File: src/hdl/sbc_pkg.sv
/*
  Shared constants and state encoding for the two-bank command-legality block.
  Assumes the single system clock and no bus; pin widths fixed by the device.
*/
package sbc_pkg;

  localparam int SBC_NUM_BANKS = 2;
  localparam int SBC_ADDR_W    = 12;
  localparam int SBC_BANK_BIT  = 11;
  localparam int SBC_AP_BIT    = 10;
  localparam int SBC_COL_W     = 8;
  localparam int SBC_STATE_W   = 4;

  // defaults of module parameters; no figure is given, plain values
  localparam int SBC_DEF_BURST_LEN = 4;
  localparam int SBC_DEF_CAS_LAT   = 2;
  localparam int SBC_FIFO_DEPTH    = 16;

  // internal delays of the states handled only as exits
  localparam logic [3:0] SBC_PRE_CYC   = 4'h2;
  localparam logic [3:0] SBC_RECOV_CYC = 4'h2;
  localparam logic [3:0] SBC_REF_CYC   = 4'h4;

  typedef enum logic [3:0] {
    SBC_IDLE        = 4'h0,
    SBC_ACTIVE      = 4'h1,
    SBC_READ        = 4'h2,
    SBC_WRITE       = 4'h3,
    SBC_READ_AP     = 4'h4,
    SBC_WRITE_AP    = 4'h5,
    SBC_WR_RECOV    = 4'h6,
    SBC_WR_RECOV_AP = 4'h7,
    SBC_PRECHARGE   = 4'h8,
    SBC_REFRESH     = 4'h9
  } sbc_state_e;

endpackage

File: src/hdl/sbc_bank_ctrl.sv
/*
  Per-bank command-legality state machines of a two-bank synchronous DRAM,
  with a shared burst engine and a read-beat stream through a FIFO.
  Assumes command pins arrive from outside the clk domain; rst_n asynchronous.
*/
`timescale 1ns/1ps
module sbc_bank_ctrl #(
  parameter int BURST_LEN = sbc_pkg::SBC_DEF_BURST_LEN,
  parameter int CAS_LAT   = sbc_pkg::SBC_DEF_CAS_LAT
) (
  input  wire logic                                  clk,
  input  wire logic                                  rst_n,
  input  wire logic                                  cke_pin,
  input  wire logic                                  cs_n_pin,
  input  wire logic                                  ras_n_pin,
  input  wire logic                                  cas_n_pin,
  input  wire logic                                  we_n_pin,
  input  wire logic [sbc_pkg::SBC_ADDR_W-1:0]        addr_pin,
  input  wire logic                                  rd_ready,
  output logic                                       rd_valid,
  output logic [sbc_pkg::SBC_COL_W:0]                rd_data,
  output logic [sbc_pkg::SBC_NUM_BANKS*4-1:0]        bank_state,
  output logic                                       illegal_cmd,
  output logic                                       power_down,
  output logic                                       self_refresh,
  output logic [sbc_pkg::SBC_ADDR_W-1:0]             mode_reg,
  output logic                                       burst_busy
);
  localparam int NB = sbc_pkg::SBC_NUM_BANKS;
  localparam int PW = sbc_pkg::SBC_ADDR_W + 5;
  localparam int DW = sbc_pkg::SBC_COL_W + 1;

  // two-stage pin synchroniser; meta stage feeds only the second stage
  logic [PW-1:0] pin_meta_q;
  logic [PW-1:0] pin_s_q;
  logic          cke_prev_q;

  always_ff @(posedge clk or negedge rst_n)
  begin
    if (!rst_n)
    begin
      // clock enable high and all strobes high: a deselect until real pins arrive
      pin_meta_q <= {5'h1F, {sbc_pkg::SBC_ADDR_W{1'b0}}};
      pin_s_q    <= {5'h1F, {sbc_pkg::SBC_ADDR_W{1'b0}}};
      cke_prev_q <= 1'b1;
    end
    else
    begin
      pin_meta_q <= {cke_pin, cs_n_pin, ras_n_pin, cas_n_pin, we_n_pin, addr_pin};
      pin_s_q    <= pin_meta_q;
      cke_prev_q <= pin_s_q[PW-1];
    end
  end

  wire                           cke_s  = pin_s_q[PW-1];
  wire                           cs_s   = pin_s_q[PW-2];
  wire                           ras_s  = pin_s_q[PW-3];
  wire                           cas_s  = pin_s_q[PW-4];
  wire                           we_s   = pin_s_q[PW-5];
  wire [sbc_pkg::SBC_ADDR_W-1:0] addr_s = pin_s_q[sbc_pkg::SBC_ADDR_W-1:0];

  // command decode; commands only count when clock enable was high one edge before
  wire cmd_ok = cke_prev_q;
  wire sel    = !cs_s;
  wire device_deselect_cmd = cs_s;
  wire nop_cmd        = sel &&  ras_s &&  cas_s &&  we_s;
  wire burst_stop_cmd = sel &&  ras_s &&  cas_s && !we_s;
  wire read_cmd       = sel &&  ras_s && !cas_s &&  we_s;
  wire write_cmd      = sel &&  ras_s && !cas_s && !we_s;
  wire bank_activate_cmd      = sel && !ras_s &&  cas_s &&  we_s;
  wire precharge_cmd          = sel && !ras_s &&  cas_s && !we_s;
  wire refresh_cmd            = sel && !ras_s && !cas_s &&  we_s;
  wire mode_register_load_cmd = sel && !ras_s && !cas_s && !we_s;
  wire bank_select_bit  = addr_s[sbc_pkg::SBC_BANK_BIT];
  wire autoprecharge_bit = addr_s[sbc_pkg::SBC_AP_BIT];
  wire precharge_both_cmd = precharge_cmd && autoprecharge_bit;
  wire quiet_cmd = device_deselect_cmd || nop_cmd || burst_stop_cmd;
  wire rw_cmd    = read_cmd || write_cmd;
  wire [sbc_pkg::SBC_COL_W-1:0] col_s = addr_s[sbc_pkg::SBC_COL_W-1:0];

  // shared burst engine: one data bus, so a new burst on either bank ends the old one
  logic                        busy_q;
  logic                        rd_burst_q;
  logic                        bbank_q;
  logic [sbc_pkg::SBC_COL_W-1:0] col_q;
  logic [7:0]                  cnt_q;
  logic                        fifo_in_ready;
  logic                        pipe_v_q [CAS_LAT];
  logic [DW-1:0]               pipe_d_q [CAS_LAT];

  logic [3:0] st_w    [NB];
  logic       ill_w   [NB];
  logic       start_w [NB];
  logic       stop_w  [NB];
  logic       done_w  [NB];

  wire all_idle  = (st_w[0] == sbc_pkg::SBC_IDLE) && (st_w[1] == sbc_pkg::SBC_IDLE);
  wire start_any = start_w[0] || start_w[1];
  wire stop_any  = stop_w[0] || stop_w[1];
  wire ill_glob  = cmd_ok && (refresh_cmd || mode_register_load_cmd) && !all_idle;
  // clock suspend: whole engine and read pipe freeze while clock enable was low
  wire pipe_adv  = fifo_in_ready && cmd_ok;
  wire beat_adv  = busy_q && cmd_ok && (!rd_burst_q || pipe_adv);
  wire last_beat = beat_adv && (cnt_q == 8'h00);
  wire issue_rd  = beat_adv && rd_burst_q && !stop_any;

  genvar g;
  for (g = 0; g < NB; g++)
  begin : g_bank
    sbc_pkg::sbc_state_e st_q;
    sbc_pkg::sbc_state_e st_d;
    sbc_pkg::sbc_state_e rw_st;
    logic [3:0]          tmr_q;
    logic [3:0]          tmr_d;
    logic                ill_d;
    logic                start_d;

    wire hit     = (bank_select_bit == 1'(g));
    wire pre_hit = precharge_cmd && (autoprecharge_bit || hit);
    wire eng     = busy_q && (bbank_q == 1'(g));
    wire done    = eng && (last_beat || (start_any && !start_d));
    wire in_burst = (st_q == sbc_pkg::SBC_READ) || (st_q == sbc_pkg::SBC_WRITE);

    assign stop_w[g]  = cmd_ok && eng && in_burst && (burst_stop_cmd || pre_hit);
    assign st_w[g]    = st_q;
    assign ill_w[g]   = ill_d;
    assign start_w[g] = start_d;
    assign done_w[g]  = done;
    assign bank_state[g*4 +: 4] = st_q;

    always_comb
    begin
      st_d    = st_q;
      tmr_d   = (tmr_q != 4'h0) ? tmr_q - 4'h1 : 4'h0;
      ill_d   = 1'b0;
      start_d = 1'b0;
      if (read_cmd)
        rw_st = autoprecharge_bit ? sbc_pkg::SBC_READ_AP : sbc_pkg::SBC_READ;
      else
        rw_st = autoprecharge_bit ? sbc_pkg::SBC_WRITE_AP : sbc_pkg::SBC_WRITE;
      if (cmd_ok)
      begin
        case (st_q)
          sbc_pkg::SBC_IDLE:
          begin
            if (bank_activate_cmd && hit)
              st_d = sbc_pkg::SBC_ACTIVE;
            else if (rw_cmd && hit)
              ill_d = 1'b1;
            else if (refresh_cmd && all_idle)
            begin
              st_d  = sbc_pkg::SBC_REFRESH;
              tmr_d = sbc_pkg::SBC_REF_CYC;
            end
          end
          sbc_pkg::SBC_ACTIVE:
          begin
            if (rw_cmd && hit)
            begin
              st_d    = rw_st;
              start_d = 1'b1;
            end
            else if (pre_hit)
            begin
              st_d  = sbc_pkg::SBC_PRECHARGE;
              tmr_d = sbc_pkg::SBC_PRE_CYC;
            end
            else if (bank_activate_cmd && hit)
              ill_d = 1'b1;
          end
          sbc_pkg::SBC_READ, sbc_pkg::SBC_WRITE:
          begin
            if (done && st_q == sbc_pkg::SBC_READ)
              st_d = sbc_pkg::SBC_ACTIVE;
            else if (done)
            begin
              st_d  = sbc_pkg::SBC_WR_RECOV;
              tmr_d = sbc_pkg::SBC_RECOV_CYC;
            end
            if (burst_stop_cmd && eng)
              st_d = sbc_pkg::SBC_ACTIVE;
            else if (rw_cmd && hit)
            begin
              st_d    = rw_st;
              start_d = 1'b1;
            end
            else if (pre_hit)
            begin
              st_d  = sbc_pkg::SBC_PRECHARGE;
              tmr_d = sbc_pkg::SBC_PRE_CYC;
            end
            else if (bank_activate_cmd && hit)
              ill_d = 1'b1;
          end
          sbc_pkg::SBC_READ_AP, sbc_pkg::SBC_WRITE_AP:
          begin
            if (done)
            begin
              st_d  = (st_q == sbc_pkg::SBC_READ_AP) ? sbc_pkg::SBC_PRECHARGE
                                                     : sbc_pkg::SBC_WR_RECOV_AP;
              tmr_d = (st_q == sbc_pkg::SBC_READ_AP) ? sbc_pkg::SBC_PRE_CYC
                                                     : sbc_pkg::SBC_RECOV_CYC;
            end
            if (((rw_cmd || bank_activate_cmd) && hit) || pre_hit || burst_stop_cmd)
              ill_d = 1'b1;
          end
          sbc_pkg::SBC_WR_RECOV:
          begin
            if (rw_cmd && hit)
            begin
              st_d    = rw_st;
              start_d = 1'b1;
            end
            else if ((bank_activate_cmd && hit) || pre_hit)
              ill_d = 1'b1;
            else if (tmr_q == 4'h0)
              st_d = sbc_pkg::SBC_ACTIVE;
          end
          sbc_pkg::SBC_WR_RECOV_AP, sbc_pkg::SBC_PRECHARGE:
          begin
            if ((rw_cmd || bank_activate_cmd) && hit)
              ill_d = 1'b1;
            else if (tmr_q == 4'h0 && st_q == sbc_pkg::SBC_PRECHARGE)
              st_d = sbc_pkg::SBC_IDLE;
            else if (tmr_q == 4'h0)
            begin
              st_d  = sbc_pkg::SBC_PRECHARGE;
              tmr_d = sbc_pkg::SBC_PRE_CYC;
            end
          end
          sbc_pkg::SBC_REFRESH:
          begin
            if (tmr_q == 4'h0 && !self_refresh)
              st_d = sbc_pkg::SBC_IDLE;
          end
          default:
            st_d = sbc_pkg::SBC_IDLE;
        endcase
      end
    end

    always_ff @(posedge clk or negedge rst_n)
    begin
      if (!rst_n)
      begin
        st_q  <= sbc_pkg::SBC_IDLE;
        tmr_q <= 4'h0;
      end
      else
      begin
        st_q  <= st_d;
        tmr_q <= tmr_d;
      end
    end
  end

  always_ff @(posedge clk or negedge rst_n)
  begin
    if (!rst_n)
    begin
      busy_q     <= 1'b0;
      rd_burst_q <= 1'b0;
      bbank_q    <= 1'b0;
      col_q      <= '0;
      cnt_q      <= 8'h00;
    end
    else if (start_any)
    begin
      busy_q     <= 1'b1;
      rd_burst_q <= read_cmd;
      bbank_q    <= bank_select_bit;
      col_q      <= col_s;
      cnt_q      <= 8'(BURST_LEN - 1);
    end
    else if (stop_any)
      busy_q <= 1'b0;
    else if (beat_adv)
    begin
      // plain sequential increment; wrap order within the burst is not modelled
      col_q  <= col_q + 1'b1;
      cnt_q  <= cnt_q - 8'h01;
      busy_q <= (cnt_q != 8'h00);
    end
  end

  // beats already issued drain through the latency pipe after a stop
  always_ff @(posedge clk or negedge rst_n)
  begin
    if (!rst_n)
    begin
      for (int i = 0; i < CAS_LAT; i++)
      begin
        pipe_v_q[i] <= 1'b0;
        pipe_d_q[i] <= '0;
      end
    end
    else if (pipe_adv)
    begin
      pipe_v_q[0] <= issue_rd;
      pipe_d_q[0] <= {bbank_q, col_q};
      for (int i = 1; i < CAS_LAT; i++)
      begin
        pipe_v_q[i] <= pipe_v_q[i-1];
        pipe_d_q[i] <= pipe_d_q[i-1];
      end
    end
  end

  sbc_fifo #(
    .WIDTH (DW),
    .DEPTH (sbc_pkg::SBC_FIFO_DEPTH)
  ) u_fifo (
    .clk       (clk),
    .rst_n     (rst_n),
    .in_valid  (pipe_v_q[CAS_LAT-1] && cmd_ok),
    .in_ready  (fifo_in_ready),
    .in_data   (pipe_d_q[CAS_LAT-1]),
    .out_valid (rd_valid),
    .out_ready (rd_ready),
    .out_data  (rd_data)
  );

  always_ff @(posedge clk or negedge rst_n)
  begin
    if (!rst_n)
    begin
      illegal_cmd  <= 1'b0;
      power_down   <= 1'b0;
      self_refresh <= 1'b0;
      mode_reg     <= '0;
      burst_busy   <= 1'b0;
    end
    else
    begin
      illegal_cmd <= ill_w[0] || ill_w[1] || ill_glob;
      burst_busy  <= busy_q;
      if (cmd_ok && mode_register_load_cmd && all_idle)
        mode_reg <= addr_s;
      if (cmd_ok && !cke_s && quiet_cmd && all_idle)
        power_down <= 1'b1;
      else if (cke_s)
        power_down <= 1'b0;
      if (cmd_ok && !cke_s && refresh_cmd && all_idle)
        self_refresh <= 1'b1;
      else if (cke_s)
        self_refresh <= 1'b0;
    end
  end

  wire hit0 = (bank_select_bit == 1'b0);
endmodule

File: src/hdl/sbc_fifo.sv
/*
  Synchronous FIFO with valid/ready on both sides and a registered output stage.
  Assumes DEPTH is a power of two; one clock, asynchronous active-low reset.
*/
`timescale 1ns/1ps
module sbc_fifo #(
  parameter int WIDTH = 9,
  parameter int DEPTH = 16
) (
  input  wire logic             clk,
  input  wire logic             rst_n,
  input  wire logic             in_valid,
  output logic                  in_ready,
  input  wire logic [WIDTH-1:0] in_data,
  output logic                  out_valid,
  input  wire logic             out_ready,
  output logic      [WIDTH-1:0] out_data
);
  localparam int AW = $clog2(DEPTH);

  logic [WIDTH-1:0] mem_q [DEPTH];
  logic [AW-1:0]    wr_ptr_q;
  logic [AW-1:0]    rd_ptr_q;
  logic [AW:0]      cnt_q;

  wire push = in_valid && in_ready;
  // output stage refills whenever memory holds a word and the stage is empty or being drained
  wire load = (cnt_q != '0) && (!out_valid || out_ready);

  assign in_ready = (cnt_q != (AW+1)'(DEPTH));

  always_ff @(posedge clk)
  begin
    if (push)
      mem_q[wr_ptr_q] <= in_data;
  end

  always_ff @(posedge clk or negedge rst_n)
  begin
    if (!rst_n)
    begin
      wr_ptr_q  <= '0;
      rd_ptr_q  <= '0;
      cnt_q     <= '0;
      out_valid <= 1'b0;
      out_data  <= '0;
    end
    else
    begin
      if (push)
        wr_ptr_q <= wr_ptr_q + 1'b1;
      if (load)
      begin
        rd_ptr_q <= rd_ptr_q + 1'b1;
        out_data <= mem_q[rd_ptr_q];
      end
      cnt_q <= cnt_q + {{AW{1'b0}}, push} - {{AW{1'b0}}, load};
      if (load)
        out_valid <= 1'b1;
      else if (out_ready)
        out_valid <= 1'b0;
    end
  end

endmodule

File: config.mk
export PLATFORM = sky130hd
export DESIGN_NAME = sbc_bank_ctrl
export DESIGN_NICKNAME = d
export VERILOG_FILES = /design/src/hdl/sbc_pkg.sv /design/src/hdl/sbc_bank_ctrl.sv /design/src/hdl/sbc_fifo.sv
export SDC_FILE = /design/constraint.sdc
export NUM_CORES = 1
export LEC_CHECK = 0
export BUFFER_PORTS_ARGS = -buffer_cell sky130_fd_sc_hd__buf_2
export CORE_UTILIZATION = 52
export DETAILED_ROUTE_END_ITERATION = 7
export HOLD_SLACK_MARGIN = 0.08
export PLACE_DENSITY = 0.72
export RECOVER_POWER = 100
export SYNTH_ARGS = -nofsm -noshare
export SYNTH_HDL_FRONTEND = slang
export SYNTH_SLANG_ARGS = --single-unit
File: constraint.sdc
create_clock -name clk -period 2.8 [get_ports clk]
set_clock_uncertainty 0.1 [all_clocks]
set_input_delay 0.28 -clock clk [delete_from_list [all_inputs] [get_ports clk]]
set_output_delay 0.28 -clock clk [all_outputs]
set_load 0.02 [all_outputs]
==> results.tsv, run 1 <==
stage	metric	value	unit
layout	largest_register_ffs	144	
place	gp_congestion	0.915	
worst_setup_path	crit_arrival	3020	ps
pwr	pwr-share-comb	31.1	%
outcome	status	completed	
grt	overflow	0	
worst_setup_path	worstSetupPathType	reg2reg	
grt	grt_max_degree	50	
yosys	syn_inst	865	
timing	timing.final.hold_violations	0	
routing	post_drt_via_cell_ratio	5.76	
layout	syn_to_final_growth	16.5	%
routing	vias	7425	
grt	antenna_found_initial	0	
timing	maxSlewHeadroom	9.30	%
worst_setup_path	worstPathCellList	or4b_4 -> o21ai_2 -> a21oi_1 -> or4b_4 -> a211oi_4 -> mux2_4	
layout	nets	1021	
worst_setup_path	cp_num_buf_inv	0	
floorplan	die_w	154	µm
worst_setup_path	end_kind	register	
timing	drv_slew	0	
place	dp_slack	65.9	ps
floorplan	initial_core_util	53.1	%
grt	grt_pass1_wl	40000	µm
clocking	cts_sinks	273	
timing	period_share	96.7	%
layout	nFillCells	1725	
clocking	ctsRootBufferMaster	clkbuf_16	
clocking	htree_levels	1	
worst_setup_path	r2r_slack	90	ps
floorplan	die_y	154	µm
yosys	yosysWarningCount	0	
routing	drc_errors	0	
yosys	synth_top_area_cell	edfxtp_1	
worst_setup_path	required	3120	ps
place	place_inst	1216	
place	hpwl	15900	µm
routing	antenna_left	0	
layout	final_util	61.8	%
worst_setup_path	cp-start-kind	register	
grt	grt_pass1_vias	7433	
pwr	switching_share	32.2	%
clocking	cts_tree	done	
worst_setup_path	rr_endpoint	g_bank[0].st_q[1]$_DFFE_PN0P_	
clocking	clock_path_buffers	3	
flow_run	maxCapViolCount	0	
clocking	clock_latency	550	ps
worst_setup_path	cp_max_fo	8	
routing	drt_iter0_markers	605	
yosys	synth_flop_cell	edfxtp_1	
pwr	p_sw	4.31	mW
worst_setup_path	startpoint	pin_s_q[14]$_DFF_PN1_	
worst_setup_path	path_delay_family	simple AND/OR/NAND/NOR gates	
layout	multi_input_area	4260	µm²
layout	regMostFlops	u_fifo.mem_q	
timing	setup_slack	92.5	ps
yosys	syn_nets	903	
yosys	synth_top_area_share	35.9	%
worst_setup_path	cpPeakStageDelay	590	ps
timing	fmax	369	MHz
floorplan	core_area	22700	µm²
yosys	netlist-cell-type-count	81	
place	port_buffers	53	
floorplan	num_io_pins	54	
worst_setup_path	r2r-start	pin_s_q[14]$_DFF_PN1_	
grt	grt_usage	21.6	%
layout	final-seq-area	7570	µm²
clocking	path_clk_slew	60	ps
layout	drive_above_1_share	23.7	%
yosys	synth_common_cells	144 x edfxtp_1, 118 x dfrtp_1, 95 x nand2_1	
hold_path	hold_end	pin_s_q[5]$_DFF_PN0_	
worst_setup_path	ff2ff_path_depth	6	
layout	diodes	0	
pwr	p_int	9.06	mW
yosys	yosysMostFrequentCell	edfxtp_1	
timing	fin_crit	2710	ps
yosys	syn_area_per_cell	13.9	µm²
routing	dr.pass1.iters	5	
layout	top_regs	u_fifo.mem_q x144, pipe_d_q x18	
layout	postLayoutCellArea	14000	µm²
timing	setup_violations	0	
pwr	power_density	953	nW/µm²
clocking	cts_buffers	28	
routing	finalWirelength	24600	µm
yosys	synth_edf_count	144	
yosys	syn_area	12000	µm²
layout	fin_cells	1290	
yosys	synth_area_leaders	edfxtp_1 36%, dfrtp_1 25%, mux4_2 8.4%	
routing	wl_per_cell	19.1	µm
worst_setup_path	cp_slowest_cell	dfstp_2	
yosys	seq_area_frac_synth	62.8	%
yosys	ys_ff_latch	273	
pwr	pwr-share-seq	43.0	%
pwr	peakVddDrop	0.625	mV
floorplan	core.rowCount	55	
yosys	synthArstFlopShare	47.3	%
place	post_dp_cell_area	13000	µm²
floorplan	dieArea	23800	µm²
pwr	power.leakage	5.52	nW
hold_path	min_path_type	reg2reg	
timing	worst-slew-pin-transition	1360	ps
hold_path	holdCritStartpoint	pin_meta_q[5]$_DFF_PN0_	
worst_setup_path	critPathMostFrequentCell	or4b_4	
hold_path	whs_path_depth	0	
pwr	p_clk_share	25.9	%
==> power by group through the flow <==
stage	registers [mW]	logic [mW]	clock network, mW
2_1_floorplan	5.72	2.89	0
3_3_place_gp	5.76	4.07	0
3_5_place_dp	5.80	4.12	0
4_1_cts	5.73	4.20	3.53
5_1_grt	5.86	4.56	3.69
6_report	5.75	4.16	3.46
==> stage by stage <==
| step | hold WS, ps | TNS (ps) | power, mW |
|---|---|---|---|
| global placement | 162 | 0 | 9.83 |
| CTS | 154 | 0 | 13.5 |
| global route | 257 | -253 | 14.1 |
| floorplan | -116 | 0 | 8.62 |
| finish | 243 | 0 | 13.4 |
| detailed placement | 160 | 0 | 9.92 |
==> how the worst max path moves through the flow <==
stage          slack, ps  depth (start not counted)                            end
5_1_grt              -40                          8  g_bank[0].st_q[1]$_DFFE_PN0P_
4_1_cts               30                         15      u_fifo.cnt_q[4]$_DFF_PN0_
3_5_place_dp          70                          6  g_bank[0].st_q[1]$_DFFE_PN0P_
3_3_place_gp         110                          8  g_bank[1].st_q[3]$_DFFE_PN0P_
2_1_floorplan         40                         15      u_fifo.cnt_q[4]$_DFF_PN0_
6_report              90                          6  g_bank[0].st_q[1]$_DFFE_PN0P_
==> area by class of cell <==
| class | instances | area share (%) |
|---|---|---|
| clock inverter | 16 | 0.793 |
| tap | 285 | 2.54 |
| multi-input combinational | 518 | 30.4 |
| timing repair buffer | 130 | 6.19 |
| inverter | 32 | 0.856 |
| sequential | 273 | 53.9 |
| clock buffer | 36 | 5.35 |
==> metal layers <==
metal	wire [µm]	GRT usage [%]	vias up
li1	-	-	3478
met4	707	7.24	0
met5	0	0	-
met1	10600	28.8	3677
met3	1090	3.00	55
met2	12200	36.8	215
==> cell families (layout without fill, tap and decap cells) <==
family / count (synthesis) / count (layout) / synth area share (%)
multiplexers: 77 / 77 / 11.5
buffers and inverters: 74 / 214 / 2.34
XOR/XNOR: 30 / 30 / 2.18
AND/OR/NAND/NOR: 265 / 265 / 11.9
flip-flops: 273 / 273 / 62.8
adder cells (fa/ha/maj): 18 / 18 / 1.93
AO/OA/AOI/OAI: 128 / 128 / 7.34
==> worst reg2reg max path, delay by kind of cell, from the launching register on <==
kind | cells | cell delay [ps]
AO/OA/AOI/OAI | 3 | 510
flip-flops | 1 | 590
AND/OR/NAND/NOR | 2 | 1060
multiplexers | 1 | 330
==> layout by cell type, fill, tap and decap left out, types with 5 or more instances in the layout <==
cell and count:
nor2b_1 10, a31oi_1 5, and3_1 8, clkbuf_2 5
a21oi_1 27, nor3b_1 6, nand4_1 10, a211oi_1 5
mux4_2 45, clkinv_1 10, mux2_2 24, dlygate4sd3_1 19
nand2_1 94, clkbuf_1 39, o21ai_0 32, nand2b_1 10
buf_4 38, ha_1 17, nor2_1 32, nand3_1 15
clkbuf_16 28, clkbuf_4 7, and2_2 12, inv_1 30
xnor2_1 13, o211ai_1 7, dfstp_2 10, xor2_1 17
edfxtp_1 144, buf_2 24, nor4b_1 5, dfrtp_1 117
nor3_1 17
==> repair_timing <==
item | 4_1_cts | 5_1_grt
hold buffers | 19 | 0
resized for setup | 0 | 24
setup buffers | 0 | 3
setup endpoints to repair | 0 | 118
endpoints found under the hold margin | 132 | 0
Power figures use the tool's default switching activity.
==> run 2, diff against run 1 <==
--- a/config.mk
+++ b/config.mk
@@ -6,7 +6,10 @@
 export NUM_CORES = 1
 export LEC_CHECK = 0
 export BUFFER_PORTS_ARGS = -buffer_cell sky130_fd_sc_hd__buf_2
+export CORE_ASPECT_RATIO = 1.5
+export CORE_MARGIN = 1.5
 export CORE_UTILIZATION = 52
+export CTS_CLUSTER_SIZE = 14
 export DETAILED_ROUTE_END_ITERATION = 7
 export HOLD_SLACK_MARGIN = 0.08
 export PLACE_DENSITY = 0.72
==> run 2 against run 1 <==
Global-route usage decreased by 0.83 points. Via count decreased by 0.39%. Critical path depth increased by 2. Routed wire length decreased by 1.7%. Utilization increased by 0.23 points. Maximum frequency decreased by 0.62%. Power increased by 0.48%. Final cell count decreased by 0.23%.
==> results.tsv, run 2 (synthesis results as in run 1) <==
stage	metric	value	unit
floorplan	core.rowCount	68	
timing	worst-slew-pin-transition	1320	ps
worst_setup_path	crit_arrival	3030	ps
outcome	status	completed	
timing	whs	248	ps
routing	finalWirelength	24200	µm
timing	tns	0	ps
grt	grt_pass1_wl	39500	µm
clocking	clock_latency	530	ps
layout	top_regs	u_fifo.mem_q x144, pipe_d_q x18	
routing	wl_per_cell	18.8	µm
hold_path	min_path_type	reg2reg	
place	hpwl	16800	µm
worst_setup_path	end_kind	register	
place	port_buffers	53	
pwr	power_density	946	nW/µm²
timing	period_share	97.3	%
worst_setup_path	r2r_slack	80	ps
worst_setup_path	cp_max_fo	3	
clocking	cts_sinks	273	
timing	setup_violations	0	
worst_setup_path	required	3110	ps
grt	grt_usage	20.8	%
timing	fin_crit	2720	ps
floorplan	core_area	22900	µm²
layout	layout_common_cells	144 x edfxtp_1, 117 x dfrtp_1, 95 x nand2_1	
floorplan	die_y	189	µm
layout	diodes	0	
timing	maxSlewHeadroom	12.2	%
timing	fmax	367	MHz
worst_setup_path	path_delay_family	compound AO/OA/AOI/OAI gates	
floorplan	initial_core_util	52.6	%
grt	grt_pass1_vias	7587	
routing	vias	7396	
routing	dr.pass1.iters	5	
worst_setup_path	cp_num_buf_inv	1	
layout	regMostFlops	u_fifo.mem_q	
grt	antenna_found_initial	0	
worst_setup_path	cp_slowest_cell	or3b_2	
layout	drive_above_1_share	27.6	%
clocking	cts_tree	done	
timing	drv_slew	0	
routing	antenna_left	0	
floorplan	num_io_pins	54	
floorplan	dieArea	24100	µm²
layout	nFillCells	1761	
flow_run	maxCapViolCount	0	
layout	largest_register_ffs	144	
grt	grt_max_degree	56	
routing	drt_iter0_markers	422	
clocking	ctsRootBufferMaster	clkbuf_16	
clocking	cts_buffers	26	
routing	drc_errors	0	
pwr	power.leakage	5.69	nW
clocking	path_clk_slew	60	ps
clocking	clock_path_buffers	3	
place	gp_congestion	0.903	
clocking	htree_levels	1	
worst_setup_path	worstPathCellList	inv_1 -> ha_1 -> or3b_2 -> a2111o_1 -> a31oi_4 -> o21bai_2 -> a311oi_2 -> mux2_4	
layout	syn_to_final_growth	17.9	%
layout	final_common_cell	edfxtp_1	
timing	timing.final.hold_violations	0	
floorplan	die_w	127	µm
routing	post_drt_via_cell_ratio	5.75	
worst_setup_path	cp-start-kind	register	
worst_setup_path	cpPeakStageDelay	470	ps
layout	nets	1025	
grt	overflow	0	
layout	final_util	62.0	%
pwr	peakVddDrop	0.629	mV
worst_setup_path	worstSetupPathType	reg2reg	
timing	rsz0062_at_grt	yes	
==> run 2: cell types whose count changed in the layout (fill, tap and decap cells not counted), moves of 6 or more <==
cell	change
buf_4	+15
clkinv_1	-9
buf_2	+28
clkbuf_1	-34
and2_1	+11
clkbuf_4	-6
and2_2	-7
==> run 2: layer usage <==
layer	up-vias	track usage, %	wire length [µm]
li1	3471	-	-
met1	3709	24.9	9540
met2	155	38.1	13100
met3	61	2.51	732
met4	0	8.04	860
met5	-	0	0
==> run 2: final cells by class <==
cell class                 instances  area, µm²  area share [%]
sequential                       273       7570            53.3
timing repair buffer             136       1040            7.30
inverter                          32        120           0.846
clock inverter                    10       77.6           0.546
clock buffer                      38        779            5.49
tap                              280        350            2.47
multi-input combinational        518       4270            30.1
==> run 2: timing repair <==
item | CTS | global route
setup endpoints to repair | 0 | 57
setup buffers | 0 | 3
resized for setup | 0 | 18
hold buffers | 19 | 0
hold endpoints to repair | 108 | 0
==> run 2: where the power goes <==
group          total, mW  internal [mW]  switching (mW)
sequential          5.81           5.02           0.789
combinational       4.18           2.14            2.03
clock               3.44           2.02            1.42
total               13.4           9.19            4.25
==> run 2: final timing paths <==
path / from / endpoint / depth (start not counted)
hold reg to reg: pin_meta_q[10]$_DFF_PN0_ / pin_s_q[10]$_DFF_PN0_ / 0
hold / removal: pin_meta_q[10]$_DFF_PN0_ / pin_s_q[10]$_DFF_PN0_ / 0
setup / recovery: cnt_q[0]$_DFFE_PN0P_ / g_bank[1].st_q[3]$_DFFE_PN0P_ / 8
max in group asynchronous: rst_n / cnt_q[2]$_DFFE_PN0P_ / 3
min in group asynchronous: rst_n / u_fifo.rd_ptr_q[1]$_DFFE_PN0P_ / 2
setup reg to reg: cnt_q[0]$_DFFE_PN0P_ / g_bank[1].st_q[3]$_DFFE_PN0P_ / 8
==> run 2: per-stage QoR <==
stage / std cells / area, µm² / setup WS, ps / power (mW)
after floorplan: 865 / 12100 / 37.6 / 8.62
after global placement: 1217 / 13100 / 72.0 / 9.90
after detailed placement: 1217 / 13100 / 42.7 / 9.99
after CTS: 1284 / 14100 / 16.6 / 13.5
after global routing: 1287 / 14200 / -59.1 / 14.2
final: 1287 / 14200 / 75.6 / 13.4
==> run 3, diff against run 2 <==
--- a/config.mk
+++ b/config.mk
@@ -9,6 +9,7 @@
 export CORE_ASPECT_RATIO = 1.5
 export CORE_MARGIN = 1.5
 export CORE_UTILIZATION = 52
+export CTS_BUF_LIST = sky130_fd_sc_hd__clkbuf_4
 export CTS_CLUSTER_SIZE = 14
 export DETAILED_ROUTE_END_ITERATION = 7
 export HOLD_SLACK_MARGIN = 0.08
==> run 3 against run 2 <==
Global-route usage rose by 0.84 points. Routed wire length rose by 2.4%. Sequential share of layout area rose by 0.29 points. Clock power fell by 10%. Final cell count rose by 5.3%. Setup slack improved by 38 ps.
==> results.tsv, run 3 (synthesis results as in run 1) <==
stage	metric	value	unit
worst_setup_path	worstSetupPathType	reg2reg	
routing	antenna_left	0	
clocking	path_clk_slew	70	ps
grt	grt_usage	21.7	%
place	port_buffers	53	
worst_setup_path	cp_max_fo	3	
layout	final_common_cell	edfxtp_1	
timing	setup_slack	114	ps
layout	nets	1066	
timing	drv_slew	0	
routing	vias	7640	
layout	fin_cells	1355	
floorplan	num_io_pins	54	
pwr	power_density	925	nW/µm²
routing	finalWirelength	24800	µm
pwr	p_int	8.75	mW
floorplan	initial_core_util	52.6	%
pwr	p_sw	4.32	mW
layout	largest_register_ffs	144	
hold_path	hold_end	pin_meta_q[10]$_DFF_PN0_	
worst_setup_path	worstPathCellList	inv_1 -> ha_1 -> or3b_2 -> a2111o_1 -> a31oi_4 -> o21bai_2 -> a311oi_2 -> mux2_1	
layout	top_regs	u_fifo.mem_q x144, pipe_d_q x18	
clocking	clock_path_buffers	3	
worst_setup_path	r2r_slack	110	ps
layout	final_util	61.7	%
pwr	p_clk_share	23.6	%
worst_setup_path	required	3250	ps
pwr	total_power	13.1	mW
clocking	cts_buffers	66	
routing	drt_iter0_markers	428	
grt	overflow	0	
worst_setup_path	ff2ff_path_depth	8	
routing	wl_met2	13200	µm
clocking	htree_levels	3	
worst_setup_path	cp_num_buf_inv	1	
worst_setup_path	end_kind	register	
worst_setup_path	cpPeakStageDelay	460	ps
timing	period_share	95.9	%
pwr	power.leakage	5.73	nW
worst_setup_path	cp-start-kind	register	
timing	tns	0	ps
grt	grt_pass1_wl	40300	µm
timing	worst-slew-pin-transition	1300	ps
grt	grt_max_degree	56	
routing	wl_per_cell	18.3	µm
timing	whs	130	ps
worst_setup_path	cp_slowest_cell	or3b_2	
timing	setup_violations	0	
timing	fin_crit	2690	ps
clocking	cts_tree	done	
routing	drc_errors	0	
hold_path	min_path_type	in2reg	
hold_path	whs_path_depth	2	
timing	fmax	372	MHz
routing	dr.pass1.iters	6	
flow_run	maxCapViolCount	0	
layout	layout_common_cells	144 x edfxtp_1, 117 x dfrtp_1, 95 x nand2_1	
timing	rsz0062_at_grt	yes	
layout	syn_to_final_growth	17.2	%
worst_setup_path	path_delay_family	compound AO/OA/AOI/OAI gates	
layout	drive_above_1_share	30.8	%
worst_setup_path	crit_arrival	3130	ps
routing	drt-met1-wl	9470	µm
pwr	pwr-share-seq	44.4	%
place	gp_congestion	0.903	
grt	grt_pass1_vias	7989	
place	hpwl	16800	µm
floorplan	die_y	189	µm
timing	maxSlewHeadroom	13.3	%
pwr	pwr-share-comb	31.9	%
pwr	peakVddDrop	0.501	mV
grt	antenna_found_initial	2	
hold_path	holdCritStartpoint	addr_pin[10]	
place	post_dp_cell_area	13100	µm²
floorplan	die_w	127	µm
layout	nFillCells	1805	
pwr	switching_share	33.0	%
place	place_inst	1217	
clocking	clock_latency	680	ps
floorplan	core_area	22900	µm²
routing	top_layer	met4	
worst_setup_path	rr_endpoint	g_bank[1].st_q[3]$_DFFE_PN0P_	
timing	timing.final.hold_violations	0	
worst_setup_path	r2r-start	cnt_q[0]$_DFFE_PN0P_	
place	dp_slack	42.7	ps
clocking	cts_sinks	273	
floorplan	dieArea	24100	µm²
layout	regMostFlops	u_fifo.mem_q	
routing	post_drt_via_cell_ratio	5.64	
outcome	status	completed	
routing	routed-wl-met3	1030	µm
layout	postLayoutCellArea	14100	µm²
clocking	ctsRootBufferMaster	clkbuf_4	
floorplan	core.rowCount	68	
run 3: changes by cell type in the layout (fill, tap and decap cells not counted), sizes merged:
cell         before  now
clkbuf           41   95
clkinv            9   17
diode             0    2
inv              31   35
buf             114  113
dlygate4sd3      19   20
run 3: worst register-to-register path: cells and delay by family (launching register included):
family	cells	cell delay (ps)
AOI/OAI and AO/OA	4	1000
DFF	1	370
and+or+nand+nor	1	460
buffers and inverters	1	90
muxes	1	360
adders and majority gates	1	180
run 3: how the worst max path moves through the flow:
stage / start / to / slack, ps / cells after the start
6_report: cnt_q[0]$_DFFE_PN0P_ / g_bank[1].st_q[3]$_DFFE_PN0P_ / 110 / 8
3_5_place_dp: cnt_q[0]$_DFFE_PN0P_ / g_bank[1].st_q[3]$_DFFE_PN0P_ / 40 / 8
4_1_cts: cnt_q[0]$_DFFE_PN0P_ / g_bank[1].st_q[3]$_DFFE_PN0P_ / 10 / 8
5_1_grt: u_fifo.cnt_q[3]$_DFF_PN0_ / u_fifo.cnt_q[4]$_DFF_PN0_ / -50 / 15
3_3_place_gp: cnt_q[0]$_DFFE_PN0P_ / g_bank[1].st_q[3]$_DFFE_PN0P_ / 70 / 8
2_1_floorplan: u_fifo.cnt_q[2]$_DFF_PN0_ / u_fifo.cnt_q[4]$_DFF_PN0_ / 40 / 15
run 3: final cells by class:
type / instances / area [µm²] / share of cell area, %
sequential: 273 / 7570 / 53.6
timing repair buffer: 137 / 1040 / 7.34
clock inverter: 22 / 116 / 0.824
antenna: 2 / 5.00 / 0.0354
tap: 280 / 350 / 2.48
clock buffer: 91 / 683 / 4.84
inverter: 32 / 120 / 0.850
multi-input combinational: 518 / 4250 / 30.1
run 3: what timing repair did:
action / 4_1_cts / 5_1_grt
endpoints found under the hold margin: 138 / 0
hold buffers: 21 / 0
setup buffers: 0 / 2
resized for setup: 0 / 12
setup endpoints to repair: 0 / 68
run 3: metal layers:
layer | track usage, % | vias to the layer above
li1 | - | 3600
met1 | 23.9 | 3768
met2 | 38.5 | 196
met3 | 5.28 | 76
met4 | 11.0 | 0
met5 | 0 | -
run 3: power by group through the flow:
stage | registers [mW] | logic (mW) | clock network, mW
global placement | 5.84 | 4.06 | 0
detailed placement | 5.87 | 4.12 | 0
global route | 5.93 | 4.56 | 3.42
CTS | 5.80 | 4.17 | 3.21
finish | 5.81 | 4.17 | 3.09
floorplan | 5.72 | 2.89 | 0
